==> src/verilog/frc_defines.svh <==
// Constants for the reset, mode and retransmit control of the buffered data path.
`ifndef FRC_DEFINES_SVH
`define FRC_DEFINES_SVH

`define FRC_DATA_WIDTH      36
`define FRC_FIFO_DEPTH      16
`define FRC_AE_OFFSET       2
`define FRC_AF_OFFSET       2
`define FRC_PAE_RST         1'b0
`define FRC_PAF_RST         1'b1
`define FRC_HF_RST          1'b1
`define FRC_EF_RST          1'b0
`define FRC_FF_RST          1'b1
`define FRC_OR_RST          1'b1
`define FRC_IR_RST          1'b0
`define FRC_DATA_RST        36'h0_0000_0000
`define FRC_MODE_STD        1'b0
`define FRC_ASYNC_SEL_RST   1'b1
`define FRC_RTLAT_NORMAL    1'b0
`define FRC_CFG_RST         1'b0

`endif

==> src/verilog/frc_pkg.sv <==
// Types shared by the reset, mode and retransmit control of the buffered data path.
package frc_pkg;

   typedef enum logic {
      RT_IDLE,
      RT_SETUP
   } frc_rt_state_t;

endpackage

==> src/verilog/frc_ctrl.sv <==
// Storage buffer and reset, mode and retransmit control of the dual port data buffer.
//
// Behaviour
// - Master reset clears pointers, sets level flags.
// - Mode pin low: standard mode, empty/full flags.
// - Mode pin high: fall-through mode, ready flags.
// - Configuration pins captured during master reset.
// - Master reset zeroes the output register.
// - Partial reset clears pointers, sets level flags.
// - Partial reset keeps mode, sets its flags.
// - Partial reset keeps settings, zeroes output register.
// - Async write: write clock edge stores data.
// - Async write: full flag follows every operation.
// - Async read: read clock edge moves word out.
// - Output enable gates data bus without clock.
// - Async read: empty flag follows every operation.
// - Replay request on read edge rewinds pointer.
// - Standard: empty low during setup, reads need enable.
// - Fall-through: ready high in setup, first word shown.
// - Replay latency chosen at master reset.
// - Zero latency loads first word on request edge.
// - Almost flags after replay follow their clock edges; half full follows the level at once.
`timescale 1ns/100ps
`include "frc_defines.svh"

module frc_fifo #(
   parameter int WIDTH = `FRC_DATA_WIDTH,
   parameter int DEPTH = `FRC_FIFO_DEPTH,
   parameter int LW    = $clog2(DEPTH) + 1
) (
   input  wire logic             mclk_i,
   input  wire logic             rst_i,
   input  wire logic             wr_valid_i,
   output logic                  wr_ready_o,
   input  wire logic [WIDTH-1:0] wr_data_i,
   output logic                  rd_valid_o,
   input  wire logic             rd_ready_i,
   output logic      [WIDTH-1:0] rd_data_o,
   input  wire logic             rewind_i,
   input  wire logic             rewind_pop_i,
   output logic      [WIDTH-1:0] first_data_o,
   output logic      [LW-1:0]    level_o
);
   import frc_pkg::*;

   localparam int AW = LW - 1;
   localparam logic [LW-1:0] FULL_LEVEL = LW'(DEPTH);
   localparam logic [LW-1:0] ONE_PTR    = LW'(1);

   generate
      if ((DEPTH < 4) || ((DEPTH & (DEPTH - 1)) != 0)) begin : g_bad_depth
         $error("Buffer depth must be a power of two of at least four.");
      end
   endgenerate

   logic [WIDTH-1:0] mem [DEPTH];
   logic [LW-1:0]    wptr_reg;
   logic [LW-1:0]    rptr_reg;

   assign level_o      = wptr_reg - rptr_reg;
   assign wr_ready_o   = (level_o != FULL_LEVEL);
   assign rd_valid_o   = (level_o != '0);
   assign rd_data_o    = mem[rptr_reg[AW-1:0]];
   assign first_data_o = mem[0];

   // Storage array holds no reset so it maps onto plain memory.
   always_ff @(posedge mclk_i) begin
      if (wr_valid_i && wr_ready_o) begin
         mem[wptr_reg[AW-1:0]] <= wr_data_i;
      end
   end

   always_ff @(posedge mclk_i or posedge rst_i) begin
      if (rst_i) begin
         wptr_reg <= '0;
      end else if (wr_valid_i && wr_ready_o) begin
         wptr_reg <= wptr_reg + ONE_PTR;
      end
   end

   always_ff @(posedge mclk_i or posedge rst_i) begin
      if (rst_i) begin
         rptr_reg <= '0;
      end else if (rewind_i) begin
         rptr_reg <= rewind_pop_i ? ONE_PTR : '0;
      end else if (rd_valid_o && rd_ready_i) begin
         rptr_reg <= rptr_reg + ONE_PTR;
      end
   end

endmodule

module frc_ctrl #(
   parameter int WIDTH     = `FRC_DATA_WIDTH,
   parameter int DEPTH     = `FRC_FIFO_DEPTH,
   parameter int AE_OFFSET = `FRC_AE_OFFSET,
   parameter int AF_OFFSET = `FRC_AF_OFFSET
) (
   input  wire logic             mclk_i,
   input  wire logic             rst_i,
   input  wire logic             master_reset_n_i,
   input  wire logic             partial_reset_n_i,
   input  wire logic             mode_select_serial_in_i,
   input  wire logic             async_write_sel_n_i,
   input  wire logic             async_read_sel_n_i,
   input  wire logic             retransmit_latency_sel_i,
   input  wire logic             output_width_sel_i,
   input  wire logic             input_width_sel_i,
   input  wire logic             bus_matching_sel_i,
   input  wire logic             byte_order_sel_i,
   input  wire logic             flag_timing_sel_i,
   input  wire logic             parity_placement_sel_i,
   input  wire logic             write_clk_i,
   input  wire logic             write_enable_n_i,
   input  wire logic [WIDTH-1:0] data_in_i,
   input  wire logic             read_clk_i,
   input  wire logic             read_enable_n_i,
   input  wire logic             replay_request_n_i,
   input  wire logic             output_enable_n_i,
   output logic      [WIDTH-1:0] data_out_o,
   output logic                  data_out_oe_o,
   output logic                  empty_flag_n_o,
   output logic                  full_flag_n_o,
   output logic                  output_ready_n_o,
   output logic                  input_ready_n_o,
   output logic                  almost_empty_flag_n_o,
   output logic                  almost_full_flag_n_o,
   output logic                  half_full_flag_n_o,
   output logic                  fall_through_mode_o,
   output logic                  async_write_o,
   output logic                  async_read_o,
   output logic                  zero_latency_o,
   output logic                  output_width_sel_o,
   output logic                  input_width_sel_o,
   output logic                  bus_matching_sel_o,
   output logic                  byte_order_sel_o,
   output logic                  flag_timing_sel_o,
   output logic                  parity_placement_sel_o
);
   import frc_pkg::*;

   localparam int LW = $clog2(DEPTH) + 1;
   localparam logic [LW-1:0] HALF_LEVEL = LW'(DEPTH / 2);
   localparam logic [LW-1:0] AE_LEVEL   = LW'(AE_OFFSET);
   localparam logic [LW-1:0] AF_LEVEL   = LW'(DEPTH - AF_OFFSET);

   generate
      if ((AE_OFFSET < 1) || (AF_OFFSET < 1) || (AE_OFFSET + AF_OFFSET >= DEPTH)) begin : g_bad
         $error("Flag offsets must be positive and leave room within the depth.");
      end
   endgenerate

   logic             rst_any;
   logic             wclk_prev_reg;
   logic             rclk_prev_reg;
   logic             wr_edge;
   logic             rd_edge;
   logic             fall_through_mode_reg;
   logic             async_write_sel_n_n_reg;
   logic             async_read_sel_n_n_reg;
   logic             rtlat_reg;
   frc_rt_state_t    rt_state_reg;
   frc_rt_state_t    rt_state_next;
   logic             shown_reg;
   logic             shown_next;
   logic             load;
   logic             load_first;
   logic             pop;
   logic             rewind;
   logic             rewind_pop;
   logic             wr_req;
   logic             rd_req;
   logic             rt_start;
   logic             fifo_wr_ready;
   logic             fifo_rd_valid;
   logic [WIDTH-1:0] fifo_rd_data;
   logic [WIDTH-1:0] fifo_first;
   logic [LW-1:0]    level;
   logic             pae_stage_reg;
   logic             paf_stage_reg;

   // Any of the three resets returns pointers, flags and output register at once.
   assign rst_any = rst_i | ~master_reset_n_i | ~partial_reset_n_i;

   assign wr_edge = write_clk_i & ~wclk_prev_reg;
   assign rd_edge = read_clk_i & ~rclk_prev_reg;

   // An asynchronous port takes every strobe edge; the enable is tied low outside.
   assign wr_req = wr_edge & (~async_write_sel_n_n_reg | ~write_enable_n_i);
   assign rd_req = rd_edge & (~async_read_sel_n_n_reg | ~read_enable_n_i);

   assign data_out_oe_o = ~output_enable_n_i;

   always_ff @(posedge mclk_i or posedge rst_any) begin
      if (rst_any) begin
         wclk_prev_reg <= 1'b1;
         rclk_prev_reg <= 1'b1;
      end else begin
         wclk_prev_reg <= write_clk_i;
         rclk_prev_reg <= read_clk_i;
      end
   end

   // Configuration is followed while master reset is low and frozen at release.
   always_ff @(posedge mclk_i or posedge rst_i) begin
      if (rst_i) begin
         fall_through_mode_reg               <= `FRC_MODE_STD;
         async_write_sel_n_n_reg             <= `FRC_ASYNC_SEL_RST;
         async_read_sel_n_n_reg             <= `FRC_ASYNC_SEL_RST;
         rtlat_reg              <= `FRC_RTLAT_NORMAL;
         output_width_sel_o     <= `FRC_CFG_RST;
         input_width_sel_o      <= `FRC_CFG_RST;
         bus_matching_sel_o     <= `FRC_CFG_RST;
         byte_order_sel_o       <= `FRC_CFG_RST;
         flag_timing_sel_o      <= `FRC_CFG_RST;
         parity_placement_sel_o <= `FRC_CFG_RST;
      end else if (!master_reset_n_i) begin
         fall_through_mode_reg               <= mode_select_serial_in_i;
         async_write_sel_n_n_reg             <= async_write_sel_n_i;
         async_read_sel_n_n_reg             <= async_read_sel_n_i;
         rtlat_reg              <= retransmit_latency_sel_i;
         output_width_sel_o     <= output_width_sel_i;
         input_width_sel_o      <= input_width_sel_i;
         bus_matching_sel_o     <= bus_matching_sel_i;
         byte_order_sel_o       <= byte_order_sel_i;
         flag_timing_sel_o      <= flag_timing_sel_i;
         parity_placement_sel_o <= parity_placement_sel_i;
      end
   end

   always_ff @(posedge mclk_i or posedge rst_i) begin
      if (rst_i) begin
         fall_through_mode_o <= `FRC_MODE_STD;
         async_write_o       <= 1'b0;
         async_read_o        <= 1'b0;
         zero_latency_o      <= 1'b0;
      end else begin
         fall_through_mode_o <= fall_through_mode_reg;
         async_write_o       <= ~async_write_sel_n_n_reg;
         async_read_o        <= ~async_read_sel_n_n_reg;
         zero_latency_o      <= rtlat_reg;
      end
   end

   frc_fifo #(
      .WIDTH (WIDTH),
      .DEPTH (DEPTH),
      .LW    (LW)
   ) u_fifo (
      .mclk_i       (mclk_i),
      .rst_i        (rst_any),
      .wr_valid_i   (wr_req),
      .wr_ready_o   (fifo_wr_ready),
      .wr_data_i    (data_in_i),
      .rd_valid_o   (fifo_rd_valid),
      .rd_ready_i   (pop),
      .rd_data_o    (fifo_rd_data),
      .rewind_i     (rewind),
      .rewind_pop_i (rewind_pop),
      .first_data_o (fifo_first),
      .level_o      (level)
   );

   assign rt_start = rd_edge & ~replay_request_n_i & (rt_state_reg == RT_IDLE);

   // Read side decision: normal reads, replay setup and fall-through presentation.
   always_comb begin
      rt_state_next = rt_state_reg;
      shown_next    = shown_reg;
      load          = 1'b0;
      load_first    = 1'b0;
      pop           = 1'b0;
      rewind        = 1'b0;
      rewind_pop    = 1'b0;
      case (rt_state_reg)
         RT_IDLE: begin
            if (rt_start) begin
               rewind = 1'b1;
               if (rtlat_reg) begin
                  load_first = 1'b1;
                  rewind_pop = 1'b1;
                  shown_next = 1'b1;
               end else begin
                  rt_state_next = RT_SETUP;
                  shown_next    = 1'b0;
               end
            end else if (!fall_through_mode_reg) begin
               if (rd_req && fifo_rd_valid) begin
                  load = 1'b1;
                  pop  = 1'b1;
               end
            end else if (rd_edge) begin
               if (!shown_reg && fifo_rd_valid) begin
                  load       = 1'b1;
                  pop        = 1'b1;
                  shown_next = 1'b1;
               end else if (shown_reg && !read_enable_n_i) begin
                  load       = fifo_rd_valid;
                  pop        = fifo_rd_valid;
                  shown_next = fifo_rd_valid;
               end
            end
         end
         RT_SETUP: begin
            if (rd_edge) begin
               rt_state_next = RT_IDLE;
               if (fall_through_mode_reg && fifo_rd_valid) begin
                  load       = 1'b1;
                  pop        = 1'b1;
                  shown_next = 1'b1;
               end
            end
         end
         default: begin
            rt_state_next = RT_IDLE;
         end
      endcase
   end

   always_ff @(posedge mclk_i or posedge rst_any) begin
      if (rst_any) begin
         rt_state_reg <= RT_IDLE;
         shown_reg    <= 1'b0;
      end else begin
         rt_state_reg <= rt_state_next;
         shown_reg    <= shown_next;
      end
   end

   always_ff @(posedge mclk_i or posedge rst_any) begin
      if (rst_any) begin
         data_out_o <= `FRC_DATA_RST;
      end else if (load_first) begin
         data_out_o <= fifo_first;
      end else if (load) begin
         data_out_o <= fifo_rd_data;
      end
   end

   // Standard mode empty flag; the fall-through pair leaves it at its reset level.
   always_ff @(posedge mclk_i or posedge rst_any) begin
      if (rst_any) begin
         empty_flag_n_o <= `FRC_EF_RST;
      end else if (fall_through_mode_reg) begin
         empty_flag_n_o <= `FRC_EF_RST;
      end else if (rt_start && !rtlat_reg) begin
         empty_flag_n_o <= 1'b0;
      end else if (rt_state_reg == RT_SETUP) begin
         if (rd_edge) begin
            empty_flag_n_o <= fifo_rd_valid;
         end
      end else if (!async_read_sel_n_n_reg || rd_edge) begin
         empty_flag_n_o <= (level > LW'(pop)) || load_first;
      end
   end

   always_ff @(posedge mclk_i or posedge rst_any) begin
      if (rst_any) begin
         full_flag_n_o <= `FRC_FF_RST;
      end else if (fall_through_mode_reg) begin
         full_flag_n_o <= `FRC_FF_RST;
      end else if (!async_write_sel_n_n_reg || wr_edge) begin
         full_flag_n_o <= fifo_wr_ready;
      end
   end

   // Fall-through ready pair; standard mode leaves it at its reset level.
   always_ff @(posedge mclk_i or posedge rst_any) begin
      if (rst_any) begin
         output_ready_n_o <= `FRC_OR_RST;
         input_ready_n_o  <= `FRC_IR_RST;
      end else if (!fall_through_mode_reg) begin
         output_ready_n_o <= `FRC_OR_RST;
         input_ready_n_o  <= `FRC_IR_RST;
      end else begin
         output_ready_n_o <= ~shown_next;
         if (wr_edge) begin
            input_ready_n_o <= ~fifo_wr_ready;
         end
      end
   end

   // Half full follows the level at once, so the replay edge updates it.
   always_ff @(posedge mclk_i or posedge rst_any) begin
      if (rst_any) begin
         half_full_flag_n_o <= `FRC_HF_RST;
      end else begin
         half_full_flag_n_o <= ~(level > HALF_LEVEL);
      end
   end

   // Almost empty passes two read edges, almost full two write edges.
   always_ff @(posedge mclk_i or posedge rst_any) begin
      if (rst_any) begin
         pae_stage_reg         <= `FRC_PAE_RST;
         almost_empty_flag_n_o <= `FRC_PAE_RST;
      end else if (rd_edge) begin
         pae_stage_reg         <= ~(level <= AE_LEVEL);
         almost_empty_flag_n_o <= pae_stage_reg;
      end
   end

   always_ff @(posedge mclk_i or posedge rst_any) begin
      if (rst_any) begin
         paf_stage_reg        <= `FRC_PAF_RST;
         almost_full_flag_n_o <= `FRC_PAF_RST;
      end else if (wr_edge) begin
         paf_stage_reg        <= ~(level >= AF_LEVEL);
         almost_full_flag_n_o <= paf_stage_reg;
      end
   end

endmodule

==> config.mk <==
export PLATFORM = sky130hd
export DESIGN_NAME = frc_ctrl
export DESIGN_NICKNAME = d
export VERILOG_FILES = /design/src/verilog/frc_pkg.sv /design/src/verilog/frc_ctrl.sv
export VERILOG_INCLUDE_DIRS = /design/src /design/src/verilog
export SDC_FILE = /design/constraint.sdc
export NUM_CORES = 1
export LEC_CHECK = 0
export BUFFER_PORTS_ARGS = -buffer_cell sky130_fd_sc_hd__buf_2
export CORE_AREA = 2 2 282 284
export DETAILED_ROUTE_END_ITERATION = 8
export DIE_AREA = 0 0 284 286
export PLACE_DENSITY = 0.56
export SETUP_SLACK_MARGIN = 0.1
export SLEW_MARGIN = 30
export SYNTH_ARGS = -nofsm -noshare
export SYNTH_HDL_FRONTEND = slang
export SYNTH_SLANG_ARGS = --single-unit
==> constraint.sdc <==
create_clock -name mclk_i -period 11.82 [get_ports mclk_i]
set_input_delay 2.955 -clock mclk_i [delete_from_list [all_inputs] [get_ports mclk_i]]
set_output_delay 2.955 -clock mclk_i [all_outputs]
set_load 0.005 [all_outputs]
== After elaboration in Yosys (flattened, before gate mapping) ==
Memory sizes are Yosys's and may differ from the RTL's.
Cells that the tools add are included.
Word-level totals
  logic and storage cells: 131
  memories kept: 1
  flip-flop bits (word level): 73
  output and inout bits: 54
  RAM bits: 576
  bits of input ports: 56
Operators by class
  bitwise operators: 26
  reduce and logical (&&, ||, !) cells: 21
  add/subtract/negate cells: 3
  equality and inequality tests: 3
  order comparisons: 4
  mux-type cells: 43
Memory list
  u_fifo.mem: words 16, bits a word 36, read ports 2, clocked after Yosys merged registers in 0, wr ports 1, line frc_ctrl.sv:56  | logic [WIDTH-1:0] mem [DEPTH];
Operators with widths (number)
  two-way mux 36 bit: 2
  two-way mux 1 bit: 36
  NOT 1 bit: 16
  adder 5 x 1 -> 5 bit, second input constant: 2
  two-way mux 5 bit: 2
  logical AND 1 bit: 7
  AND 1 bit: 6
  case mux 1 bit (2 select lines): 3
  nonzero test 2 bit: 3
  greater-or-equal comparator 5 x 4 -> 1 bit, second input constant: 1
  > comparator 5 x 1 -> 1 bit: 1
  > comparator 5 x 4 -> 1 bit, second input constant: 1
  <= comparator 5 x 2 -> 1 bit, second input constant: 1
  logical NOT 1 bit: 5
  != test 5 bit, second input constant: 1
  nonzero test 5 bit: 1
  subtractor 5 bit: 1
  != test 4 x 3 -> 1 bit, second input constant: 1
  OR 1 bit: 4
  nonzero test 4 bit: 1
  logical OR 1 bit: 3
  != test 2 bit, second input constant: 1
  AND reduction 2 bit: 1

== Logic depth before layout (Yosys ltp) ==
  depth in word-level cells: 14
  depth in mapped cells: 15
  mapped depth without buffers: 13

== Cells and area by module ==
A second synthesis with hierarchy kept.
Unflattened totals
  cell total of the unflattened synthesis: 1379
  area, all modules: 25783.5 um2
Modules (own cells, without submodules)
  frc_fifo: cells each 1103, sequential area each 17546.8 um2, instances 1, area an instance 22739.3 um2
  frc_ctrl: cells each 276, sequential area each 1587.8 um2, instances 1, area an instance 3044.2 um2

== Least setup slack after synthesis ==
OpenSTA, ideal clock, no wires.
  path kind: input -> output
  from: input port output_enable_n_i
  to: output port data_out_oe_o
  buffers on the path: 0
  stages: 1
  required time: 8.865 ns
  path slack: 5.867 ns
  arrival: 2.998 ns
  path through: inv_1
Between the ends
  longest elaborated chain between the ends: 1
RTL lines
  start: declaration: line frc_ctrl.sv:119  | input wire logic output_enable_n_i,
  NOT 1 bit: line frc_ctrl.sv:192  | assign data_out_oe_o = ~output_enable_n_i;
  end: declaration: line frc_ctrl.sv:121  | output logic data_out_oe_o,
Every way passes these cells.

== Worst setup path in the final report ==
Same ends and word-level chain as after synthesis.

==> key figures <==
Setup path
  – CP max FO: 1
  – Worst path bufs/invs: 3
  – Worst setup EP type: output pin
  – Required @ worst endpoint: 8870 ps
  – Crit-path leading delay family: buffers and inverters
  – Critical Path Slowest Stage Cell: buf_2
  – Worst-path cell chain: buf_2 > inv_1 > buf_2
  – Crit path launch: output_enable_n_i
  – CP Class: in -> out
  – Max incr delay on CP: roughly 100 ps
  – R2r startpoint: u_fifo.rptr_reg[1]$_DFFE_PP0P_
  – Startpoint Class: input pin
  – Most frequent CP cell: buf_2
  – Worst path arrival time: 3190 ps

Global route
  – Largest net degree at the start of global routing: 74
  – GRT overflow: 0
  – Gr usage total: between 10% and 20%
  – Vias in the first global route: 13000
  – Initial antenna violation count: 3
  – First-pass GRT wire length: 86500 microns

Timing
  – Max Clk Rate: 163 MHz
  – Rel. slew slack: between 30% and 40%
  – Fin crit share: between 50 and 60%
  – Slew Limit Fails: 0
  – Unrepaired setup endpoints after global routing: no
  – Final hold viol count: 0
  – Setup TNS: 0 ps
  – Slew @ Worst Pin: 900 ps
  – Final worst path period need: about 6100 ps
  – Final setup fails: 0
  – Post-route clock skew: 17.0 ps

Hold path
  – Hold_sp: async_write_sel_n_n_reg$_DFFE_PP1N_
  – Hold crit path type: reg -> reg

Yosys
  – Top_reg_cell synth: edfxtp_1
  – Yosys cell types: 50
  – Async S/R FF share, synth: 11.2%
  – Area contributors post-synth: edfxtp_1, mux4_2, dfrtp_1, o211ai_1, o311ai_1
  – Largest family of logic cells by synthesized area: multiplexers
  – Compound-Gate Fraction of Synth Area: 3.38%
  – Register area share after synthesis: around 75%
  – Post-synth EDFFs: 576
  – Synth Area in Adders: less than 1%
  – Syn_nets: 1267
  – Multiplexer share of the synthesized area: 16.5%
  – Post-Synth XOR/XNOR Area: 0.206%
  – Post-synth top cells: edfxtp_1, mux4_2, dfrtp_1
  – Share of the synthesized area in the top cell type: 67.7%
  – Mapped Avg Cell Area: roughly 21 sq um
  – Post-Syn Instances: 1200
  – Synthesized area: ~0.026 sq mm
  – Count leader, synth: edfxtp_1
  – Seq cells post-synth: 649
  – Dominant cell type by area after synthesis: edfxtp_1
  – Simple-Gate Fraction of Synth Area: 2.18%
  – Ys Warns: 0

Clocking
  – Skew-Pair Late Insertion Delay: 600 ps
  – CTS H-tree depth: 3
  – CTS Buf Count: 72
  – Post-CTS Repair Setup Buffers: 0
  – # hold bufs at CTS: 0
  – CTS tree: done
  – Post-CTS sizing: 0
  – Clk slew on worst S/H paths: 50 ps
  – Max clock buf depth: 3
  – Sink Count: 649
  – Clock root cell: clkbuf_16

Cells and area
  – Area of the multi-input gates: 0.00590 sq mm
  – Share of cells above drive strength 1: 33.6%
  – FF+latch area: 0.0191 sq mm
  – Max reg flops: 576
  – Layout Nets: 1405
  – Fillers: 7132
  – Non-Filler Instances: 2447
  – Area Overhead vs Synth: 15.9%

Pwr
  – Pwr/cell area: around 220 mW/mm^2
  – Comb power frac: roughly 23%
  – Leak: ~10 nW
  – Cell-internal power: roughly 0.0047 W
  – Net Sw Frac: between 20% and 30%
  – Switching power: 0.00181 W
  – Peak supply drop: around 0.12 mV
  – Clock Power Share: 33.3%
  – Flop pwr share: a little over two fifths

Place
  – DP HPWL: 31300 microns
  – Port buffer count: 109
  – Inst Count DP: 2313
  – Gpl congestion: 0.715

Drt
  – Drt first pass iters: 5
  – DR vias: 12200
  – ANT nets after route: 0
  – Vias per Instance: 5.00
  – Final WL: 57800 microns
  – # DRC: 0
  – DR iter-0 viols: 1044
  – Drt wl/cell: between 20 and 25 microns

Die
  – Die area: around 0.081 sq mm
  – Die Height: between 200 and 300 microns
  – Core Region: between 0.07 and 0.08 sq mm
  – IO Pins: 110
  – Die width: 284 microns
  – Initial core utilization: 32.6%
  – Rows: 103

Status
  – Outcome: completed

Run
  – Total of max-cap violations: 0
[per-stage QoR]
stage          total power [W]  area [sq um]  worst slack [ps]  hold slack, ps  utilization, %
2_1_floorplan          0.00394         25600              5870             418               -
3_3_place_gp           0.00439         27300              5660             443            34.8
3_5_place_dp           0.00442         27300              5670             450            34.9
4_1_cts                0.00660         29600              5670             464            37.8
5_1_grt                0.00680         29600              5660             474            37.8
6_report               0.00651         29600              5680             456            37.8
[power by group through the flow]
stage	combinational (W)	sequential [W]	clock [W]
after floorplan	0.00115	0.00279	0
after global placement	0.00152	0.00287	0
after detailed placement	0.00154	0.00288	0
after CTS	0.00154	0.00283	0.00223
after global routing	0.00163	0.00285	0.00232
final	0.00151	0.00283	0.00217
[cell usage in the layout (no fill, tap or decap), drive strengths merged, types with 7 or more instances in the layout]
master / n
inv: 51
dfrtp: 64
o211ai: 39
clkbuf: 102
edfxtp: 576
nor3: 7
a21oi: 12
nand2b: 9
mux4: 180
and3: 16
nand2: 39
o311ai: 31
buf: 137
nor2: 11
ha: 10
clkinv: 21
mux2: 12
dfstp: 9
[routing by layer]
metal | vias to the layer above | routed length [microns] | global-route usage [%]
met3 | 79 | 2850 | 2.93
met1 | 6551 | 25400 | 19.2
met5 | - | 11 | 0
met2 | 330 | 28400 | 23.5
li1 | 5283 | - | -
met4 | 2 | 1140 | 4.64
[final timing paths]
kind | depth (start not counted) | slack (ps) | to
min in group asynchronous | 2 | 2400 | parity_placement_sel_o$_DFFE_PP0N_
min reg2reg | 1 | 460 | async_write_o$_DFF_PP0_
max in group asynchronous | 4 | 8170 | paf_stage_reg$_DFFE_PP1P_
max reg2reg | 8 | 6870 | u_fifo.mem[12][24]$_DFFE_PP_
max | 3 | 5680 | data_out_oe_o
min | 1 | 460 | async_write_o$_DFF_PP0_
[cells by family (layout without fill, tap and decap cells)]
| logic type | after synthesis | after routing |
|---|---|---|
| multiplexers | 195 | 195 |
| AND/OR/NAND/NOR | 109 | 109 |
| adder cells (fa/ha/maj) | 11 | 11 |
| flip-flops | 649 | 649 |
| buffers and inverters | 121 | 317 |
| other | 0 | 1 |
| XOR/XNOR | 6 | 6 |
| AO/OA/AOI/OAI | 109 | 109 |
[area by class of cell]
class / instances / area share (%)
inverters: 48 / 0.608
well taps: 1050 / 4.43
flip-flops and latches: 649 / 64.6
clock buffers: 102 / 6.77
diodes: 1 / 0.00845
repair buffers: 137 / 2.69
multi-input cells: 430 / 19.9
clock inverters: 30 / 0.963
Power figures use the tool's default switching activity.
